$ cat src/logic/epiu_defs.svh
`ifndef EPIU_DEFS_SVH
`define EPIU_DEFS_SVH

// register byte addresses; each register is one byte in lane 0 of its own address
`define EPIU_IDX_ENABLE 8'h3d
`define EPIU_IDX_SENSE 8'h69
`define EPIU_IDX_FLAGS 8'h3c
`define EPIU_IDX_GRP_ENABLE 8'h68
`define EPIU_IDX_GRP_FLAGS 8'h3b
`define EPIU_IDX_MASK0 8'h6b
`define EPIU_IDX_MASK1 8'h6c
`define EPIU_IDX_MASK2 8'h6d
`define EPIU_IDX_STATUS 8'h70

// field layout
`define EPIU_SENSE_PIN1_HI 3
`define EPIU_SENSE_PIN1_LO 2
`define EPIU_SENSE_PIN0_HI 1
`define EPIU_SENSE_PIN0_LO 0
`define EPIU_SENSE_USED 8'h0f
`define EPIU_ENABLE_USED 8'h03
`define EPIU_GRP_USED 8'h07
`define EPIU_MASK1_USED 8'h7f

// reset values
`define EPIU_RST_REG 8'h00

`endif

$ cat src/logic/epiu_pkg.sv
package epiu_pkg;
   typedef enum logic [1:0] {
      epiu_sense_low,
      epiu_sense_any,
      epiu_sense_fall,
      epiu_sense_rise
   } epiu_sense_e;

   typedef enum logic [1:0] {
      epiu_bus_idle,
      epiu_bus_ack
   } epiu_bus_e;
endpackage

$ cat src/logic/epiu_pin_sense.sv
`timescale 1ns/1ps
// one dedicated request pin: sampled for edge decode, level decoded straight from the pin
module epiu_pin_sense
   import epiu_pkg::*;
(
   // clock
   input wire logic clk_sys,
   input wire logic srst,
   input wire logic clk_en,
   // pin and mode
   input wire logic pin_in,
   input wire logic [1:0] sense_sel,
   // result
   output logic edge_hit,
   output logic level_hit
);
   typedef struct packed {
      logic sampled;
      logic prev;
   } epiu_pin_s;

   epiu_pin_s st;
   epiu_pin_s next_st;
   epiu_sense_e mode;

   assign mode = epiu_sense_e'(sense_sel);

   always_comb begin
      next_st = st;
      next_st.sampled = pin_in;
      next_st.prev = st.sampled;
   end

   always_ff @(posedge clk_sys) begin
      if (srst) begin
         st <= '0;
      end else if (clk_en) begin
         st <= next_st;
      end
   end

   // level bypasses the sampler so it holds even with the clock stopped
   assign level_hit = (mode == epiu_sense_low) && !pin_in;
   always_comb begin
      unique case (mode)
         epiu_sense_low: edge_hit = 1'b0;
         epiu_sense_any: edge_hit = st.sampled ^ st.prev;
         epiu_sense_fall: edge_hit = st.prev && !st.sampled;
         epiu_sense_rise: edge_hit = !st.prev && st.sampled;
      endcase
   end
endmodule

$ cat src/logic/epiu_change_group.sv
`timescale 1ns/1ps
// one pin-change group: masked inputs, change against last seen value
module epiu_change_group
   import epiu_pkg::*;
(
   // clock
   input wire logic clk_sys,
   input wire logic srst,
   input wire logic clk_en,
   // inputs
   input wire logic [7:0] pins,
   input wire logic [7:0] mask,
   input wire logic grp_enable,
   // result
   output logic change_async,
   output logic change_hit
);
   typedef struct packed {
      logic [7:0] last;
   } epiu_grp_s;

   epiu_grp_s st;
   epiu_grp_s next_st;
   logic [7:0] armed;

   assign armed = mask & {8{grp_enable}};

   always_comb begin
      next_st = st;
      next_st.last = pins;
   end

   always_ff @(posedge clk_sys) begin
      if (srst) begin
         st <= '0;
      end else if (clk_en) begin
         st <= next_st;
      end
   end

   // combinational compare gives a wake term without any clock edge
   assign change_async = |((pins ^ st.last) & armed);
   assign change_hit = change_async;
endmodule

$ cat src/logic/epiu_top.sv
`timescale 1ns/1ps
`include "epiu_defs.svh"
// Contract
// - pin requests raise even when the pin is driven as output.
// - group 2 from inputs 23..16, group 1 from 14..8, group 0 from 7..0.
// - three mask registers pick the inputs that feed each group.
// - pin-change detection works without a clock, for wake-up.
// - sense code 00 low, 01 any change, 10 fall, 11 rise; pin1 bits 3:2.
// - level mode keeps requesting while the pin stays low.
// - edges are seen only while the clock runs.
// - low level is detected without a clock.
// - a wake level must outlast start-up or no request results.
// - pins are sampled before edge detection; one-period pulses caught.
// - pin request goes to core only with global and pin enable set.
// - each dedicated pin has its own request line.
// - an edge or change sets the pin flag and requests the vector.
// - pin flag clears on vector entry or on written one.
// - pin flag stays zero while the pin is in level mode.
// - unused upper bits of sense, enable and flag registers read zero.
// - group request needs group enable and global enable.
// - group flag sets on change, clears on vector entry or written one.
// - an input counts only with its mask bit and group enable set.
module epiu_top
   import epiu_pkg::*;
(
   // clock and reset
   input wire logic clk_sys,
   input wire logic srst,
   input wire logic clk_en,
   // avalon-mm slave
   input wire logic [7:0] avs_address,
   input wire logic avs_read,
   input wire logic avs_write,
   input wire logic [31:0] avs_writedata,
   input wire logic [3:0] avs_byteenable,
   output logic [31:0] avs_readdata,
   output logic avs_waitrequest,
   // pins
   input wire logic ext_req_pin_zero,
   input wire logic ext_req_pin_one,
   input wire logic [23:0] pin_change_inputs,
   // core side
   input wire logic global_irq_enable,
   input wire logic [1:0] ext_vector_ack,
   input wire logic [2:0] group_vector_ack,
   output logic [1:0] ext_vector_req,
   output logic [2:0] group_vector_req,
   output logic wake_req
);
   // ------------------------------------------------------------
   // state
   // ------------------------------------------------------------
   typedef struct packed {
      epiu_bus_e bus;
      logic [31:0] rdata;
      logic [7:0] enable;
      logic [7:0] sense;
      logic [1:0] ext_flag;
      logic [7:0] grp_enable;
      logic [2:0] grp_flag;
      logic [7:0] mask0;
      logic [7:0] mask1;
      logic [7:0] mask2;
   } epiu_top_s;

   epiu_top_s st;
   epiu_top_s next_st;

   logic [1:0] edge_hit;
   logic [1:0] level_hit;
   logic [2:0] grp_async;
   logic [2:0] grp_hit;
   logic [23:0] grp_pins;
   logic wr_fire;
   logic rd_fire;
   logic [7:0] wbyte;

   // ------------------------------------------------------------
   // detectors
   // ------------------------------------------------------------
   // pins feed straight in, whatever their port direction is
   epiu_pin_sense u_pin0 (
      .clk_sys(clk_sys),
      .srst(srst),
      .clk_en(clk_en),
      .pin_in(ext_req_pin_zero),
      .sense_sel(st.sense[`EPIU_SENSE_PIN0_HI:`EPIU_SENSE_PIN0_LO]),
      .edge_hit(edge_hit[0]),
      .level_hit(level_hit[0])
   );

   epiu_pin_sense u_pin1 (
      .clk_sys(clk_sys),
      .srst(srst),
      .clk_en(clk_en),
      .pin_in(ext_req_pin_one),
      .sense_sel(st.sense[`EPIU_SENSE_PIN1_HI:`EPIU_SENSE_PIN1_LO]),
      .edge_hit(edge_hit[1]),
      .level_hit(level_hit[1])
   );

   // input 15 has no mask bit, so it never reaches group 1
   assign grp_pins = {pin_change_inputs[23:16], 1'b0, pin_change_inputs[14:0]};

   epiu_change_group u_grp0 (
      .clk_sys(clk_sys),
      .srst(srst),
      .clk_en(clk_en),
      .pins(grp_pins[7:0]),
      .mask(st.mask0),
      .grp_enable(st.grp_enable[0]),
      .change_async(grp_async[0]),
      .change_hit(grp_hit[0])
   );

   epiu_change_group u_grp1 (
      .clk_sys(clk_sys),
      .srst(srst),
      .clk_en(clk_en),
      .pins(grp_pins[15:8]),
      .mask(st.mask1 & `EPIU_MASK1_USED),
      .grp_enable(st.grp_enable[1]),
      .change_async(grp_async[1]),
      .change_hit(grp_hit[1])
   );

   epiu_change_group u_grp2 (
      .clk_sys(clk_sys),
      .srst(srst),
      .clk_en(clk_en),
      .pins(grp_pins[23:16]),
      .mask(st.mask2),
      .grp_enable(st.grp_enable[2]),
      .change_async(grp_async[2]),
      .change_hit(grp_hit[2])
   );

   // ------------------------------------------------------------
   // bus decode
   // ------------------------------------------------------------
   function automatic logic [7:0] read_reg(input logic [7:0] addr, input epiu_top_s s);
      logic [7:0] v;
      v = 8'h00;
      unique case (addr)
         `EPIU_IDX_ENABLE: v = s.enable & `EPIU_ENABLE_USED;
         `EPIU_IDX_SENSE: v = s.sense & `EPIU_SENSE_USED;
         `EPIU_IDX_FLAGS: v = {6'h00, s.ext_flag};
         `EPIU_IDX_GRP_ENABLE: v = s.grp_enable & `EPIU_GRP_USED;
         `EPIU_IDX_GRP_FLAGS: v = {5'h00, s.grp_flag};
         `EPIU_IDX_MASK0: v = s.mask0;
         `EPIU_IDX_MASK1: v = s.mask1 & `EPIU_MASK1_USED;
         `EPIU_IDX_MASK2: v = s.mask2;
         `EPIU_IDX_STATUS: v = {2'h0, level_hit, 1'b0, grp_async};
         default: v = 8'h00;
      endcase
      return v;
   endfunction

   // one wait cycle per access; read data is registered in the wait cycle,
   // a write lands only at the edge that ends the request, as the master expects
   assign rd_fire = avs_read && (st.bus == epiu_bus_idle);
   assign wr_fire = avs_write && (st.bus == epiu_bus_ack) && avs_byteenable[0];
   assign wbyte = avs_writedata[7:0];
   assign avs_waitrequest = (avs_read || avs_write) && (st.bus == epiu_bus_idle);
   assign avs_readdata = st.rdata;

   // ------------------------------------------------------------
   // next state
   // ------------------------------------------------------------
   always_comb begin
      next_st = st;
      next_st.bus = epiu_bus_idle;
      if ((avs_read || avs_write) && st.bus == epiu_bus_idle) begin
         next_st.bus = epiu_bus_ack;
      end
      if (rd_fire) begin
         next_st.rdata = {24'h000000, read_reg(avs_address, st)};
      end
      if (wr_fire) begin
         unique case (avs_address)
            `EPIU_IDX_ENABLE: next_st.enable = wbyte & `EPIU_ENABLE_USED;
            `EPIU_IDX_SENSE: next_st.sense = wbyte & `EPIU_SENSE_USED;
            `EPIU_IDX_GRP_ENABLE: next_st.grp_enable = wbyte & `EPIU_GRP_USED;
            `EPIU_IDX_MASK0: next_st.mask0 = wbyte;
            `EPIU_IDX_MASK1: next_st.mask1 = wbyte & `EPIU_MASK1_USED;
            `EPIU_IDX_MASK2: next_st.mask2 = wbyte;
            default: next_st.rdata = st.rdata;
         endcase
      end
      // clears first, then sets, so a same-cycle event wins
      if (wr_fire && avs_address == `EPIU_IDX_FLAGS) begin
         next_st.ext_flag = st.ext_flag & ~wbyte[1:0];
      end
      if (wr_fire && avs_address == `EPIU_IDX_GRP_FLAGS) begin
         next_st.grp_flag = st.grp_flag & ~wbyte[2:0];
      end
      next_st.ext_flag = next_st.ext_flag & ~ext_vector_ack;
      next_st.grp_flag = next_st.grp_flag & ~group_vector_ack;
      next_st.ext_flag = next_st.ext_flag | edge_hit;
      next_st.grp_flag = next_st.grp_flag | grp_hit;
      for (int i = 0; i < 2; i++) begin
         if (st.sense[2*i +: 2] == 2'b00) begin
            next_st.ext_flag[i] = 1'b0;
         end
      end
   end

   always_ff @(posedge clk_sys) begin
      if (srst) begin
         st <= '0;
      end else if (clk_en) begin
         st <= next_st;
      end
   end

   // ------------------------------------------------------------
   // requests to the core
   // ------------------------------------------------------------
   // a level request vanishing before the core looks simply leaves no request
   assign ext_vector_req = (st.ext_flag | level_hit) & st.enable[1:0]
      & {2{global_irq_enable}};
   assign group_vector_req = st.grp_flag & st.grp_enable[2:0]
      & {3{global_irq_enable}};
   // wake ignores the global enable and any clock
   assign wake_req = |(level_hit & st.enable[1:0]) || (|grp_async);
endmodule

$ cat config.mk
export PLATFORM = sky130hd
export DESIGN_NAME = epiu_top
export DESIGN_NICKNAME = d
export VERILOG_FILES = /design/src/logic/epiu_pkg.sv /design/src/logic/epiu_pin_sense.sv /design/src/logic/epiu_change_group.sv /design/src/logic/epiu_top.sv
export VERILOG_INCLUDE_DIRS = /design/src /design/src/logic
export SDC_FILE = /design/constraint.sdc
export NUM_CORES = 1
export LEC_CHECK = 0
export BUFFER_PORTS_ARGS = -buffer_cell sky130_fd_sc_hd__clkbuf_2
export CAP_MARGIN = 20
export CORE_MARGIN = 2
export CORE_UTILIZATION = 55
export CTS_BUF_LIST = sky130_fd_sc_hd__clkbuf_8 sky130_fd_sc_hd__clkbuf_16
export DETAILED_ROUTE_END_ITERATION = 8
export PLACE_DENSITY = 0.84
export SLEW_MARGIN = 25
export SYNTH_ARGS = -nofsm -noshare
export SYNTH_HDL_FRONTEND = slang
export SYNTH_HIERARCHICAL = 1
export SYNTH_SLANG_ARGS = --single-unit
$ cat constraint.sdc
create_clock -name clk_sys -period 4.65 [get_ports clk_sys]
set_clock_uncertainty 0.15 [all_clocks]
set_input_delay 0.2325 -clock clk_sys [delete_from_list [all_inputs] [get_ports clk_sys]]
set_output_delay 0.2325 -clock clk_sys [all_outputs]
set_load 0.05 [all_outputs]
==> run_results.csv <==
group,metric,value,unit
run_status,outcome,"finished clean",
synthesis,netlist_area,0.00412,mm²
placed_design,placed_area,0.00431,mm²
flow_run,drv_cap,0,
synthesis,ys_types,55,
clocking,cts_root_buffer,"clkbuf_8",
die,start_util,0.568,
pwr,ir_drop,0.201,mV
synthesis,synth.area.top_cells,"dfxtp_1, mux2i_1, buf_4",
drt,wire_per_inst,16.4,µm
drt,wl,10000,µm
global_route,grt_max_degree,55,
synthesis,synthArstFlopShare,0,
synthesis,synth_warnings,6,
clocking,clk_latency,0.36,ns
timing,drv_slew,0,
synthesis,ys_seq_area_frac,0.360,
synthesis,synth-edff-count,0,
cells_and_area,stdcell_area,0.00470,mm²
synthesis,synthFlopType,"dfxtp_1",
timing,tightest_slew,1.00,ns
pwr,p_sw,0.379,mW
pwr,seqPwrFrac,0.473,
global_route,grt_pass1_vias,3290,
clocking,htree_levels,3,
pwr,intPower,1.01,mW
clocking,cts.path.max_buffers,2,
die,dieArea,0.00819,mm²
global_route,antenna_found_initial,0,
setup_path,cp.required,4.27,ns
die,num_rows,31,
timing,rsz0062_at_grt,"false",
timing,finalSetupTns,0,ns
setup_path,end_kind,"primary output",
placed_design,dp.final_hpwl,7130,µm
cells_and_area,utilization,0.648,
timing,setup_viol,0,
clocking,cts.clk_slew.worst_paths,0.08,ns
pwr,leakagePower,2.11,nW
cells_and_area,layout_commonest_cell,"dfxtp_1",
cells_and_area,layout_common_cells,"dfxtp_1, nor2_1, clkbuf_2",
drt,drt_iter0_markers,221,
pwr,power_frac_clock,0.392,
cells_and_area,fillers,609,
die,core_area,0.00725,mm²
global_route,grt_pass1_wl,16400,µm
timing,max_slew_margin,0.331,
synthesis,syn_avg_cell_area,9.30,µm²
drt,num_vias,3495,
placed_design,place_congestion,0.943,
clocking,cts_buffers,9,
placed_design,port_buffers,67,
cells_and_area,syn_to_final_growth,14.1,%
setup_path,cp.arrival,2.23,ns
pwr,swShare,0.272,
synthesis,synth_top_area_share,0.360,
clocking,cts_sinks,74,
synthesis,synth_top_cell_by_area,"dfxtp_1",
drt,ant_nets,0,
clocking,cts_tree,"done",
timing,period_minus_slack,2.61,ns
pwr,p_per_area,296,mW/mm²
synthesis,synth_seq_cells,74,
timing,setup_slack,2.04,ns
placed_design,dp_slack,1.99,ns
cells_and_area,final_nets,593,
hold_path,hold_path.class,"input port to flip-flop",
setup_path,crit_fanout,3,
clocking,cts_setup_buffers,0,
pwr,p_comb_frac,0.135,
timing,finalCritPeriodShare,0.562,
timing,max_freq,383,MHz
die,die_h,90.5,µm
synthesis,synthCells,443,
global_route,gr-total-overflow,0,
die,boundaryPins,120,
die,die_w,90.5,µm
drt,drc,0,
setup_path,criticalPathCategory,"input port to primary output",
timing,hold_viol_final,0,
pwr,power,1.39,mW
drt,via_per_inst,5.71,
setup_path,start_kind,"input port",
cells_and_area,drive_gt1_frac,0.195,
global_route,grt_usage,0.249,
cells_and_area,antennaDiodeCount,0,
drt,drtPass1Iterations,5,
==> critical path, stage by stage <==
cell and delay (ns):
dlygate4sd3_1 0.54, clkbuf_2 0.12, xor2_1 0.14, a22oi_1 0.19
a41oi_1 0.29, nor3_1 0.37, nand2_1 0.10, clkbuf_2 0.24
==> synthesized netlist by cell type (all sizes together), types with 4 or more instances <==
master / n
a21oi: 5
a22o: 7
a22oi: 22
a41oi: 4
and3: 4
buf: 48
clkbuf: 10
dfxtp: 74
ha: 4
inv: 12
mux2: 5
mux2i: 63
nand2: 18
nand3: 4
nand3b: 5
nor2: 73
nor2b: 5
nor3: 6
o21ai: 4
xor2: 25
==> state kept, by name, summed over array words and instances (netlist names) <==
name	cells
u_pin0/next_st	1
avs_readdata	8
u_pin1/next_st	1
u_grp0/st	8
u_grp1/st	8
u_pin0/st	1
st	38
u_grp2/st	8
u_pin1/st	1
==> through the flow <==
step | instances | hold WS [ns]
after floorplan | 469 | 0.155
after CTS | 612 | 0.00129
after global placement | 579 | 0.316
after detailed placement | 579 | 0.312
after global routing | 612 | 0.0197
final | 612 | 0.00547
==> layout make-up <==
type | count | area [µm²] | share of cell area
multi-input cells | 325 | 2310 | 0.492
well taps | 99 | 124 | 0.0264
flip-flops and latches | 74 | 1480 | 0.315
clock inverters | 7 | 93.8 | 0.0200
inverters | 12 | 45.0 | 0.00958
repair buffers | 86 | 520 | 0.111
clock buffers | 9 | 124 | 0.0264
==> path summary, 6_finish.rpt <==
path / startpoint / to / slack (ns) / cells after the start
worst max-delay path: pin_change_inputs[18] / wake_req / 2.04 / 8
worst min-delay path: pin_change_inputs[16] / u_grp2/st[0] / 0.005 / 3
worst max register to register: st[85] / st[5] / 2.21 / 5
worst min register to register: avs_readdata[4] / avs_readdata[4] / 0.34 / 1
==> routing by layer <==
layer	global-route usage	routed length (µm)	up-vias
met5	0	0	-
met4	0.106	311	0
met3	0.0643	830	30
met2	0.392	4720	179
met1	0.323	4150	1647
li1	-	-	1639
==> cell families (layout without fill, tap and decap cells) <==
logic type	Yosys count	in the layout	share of synthesized area
AOI/OAI and AO/OA	66	66	0.129
xor gates and xnor gates	25	25	0.0532
adders and majority gates	4	4	0.0122
buffers and inverters	70	114	0.103
DFF	74	74	0.360
muxes	68	68	0.167
other	1	27	0.000911
and+or+nand+nor	135	135	0.176
==> power by group through the flow <==
stage	clock network (mW)	logic (mW)	registers [mW]
floorplan	0	0.142	0.671
global placement	0	0.171	0.672
detailed placement	0	0.174	0.673
CTS	0.554	0.186	0.658
global route	0.581	0.203	0.660
finish	0.546	0.188	0.658
==> repair_timing <==
item	CTS	global route
hold endpoints to repair	20	0
gates resized for setup	0	0
hold buffers	17	0
No activity file was read; power rests on OpenSTA's default activity.
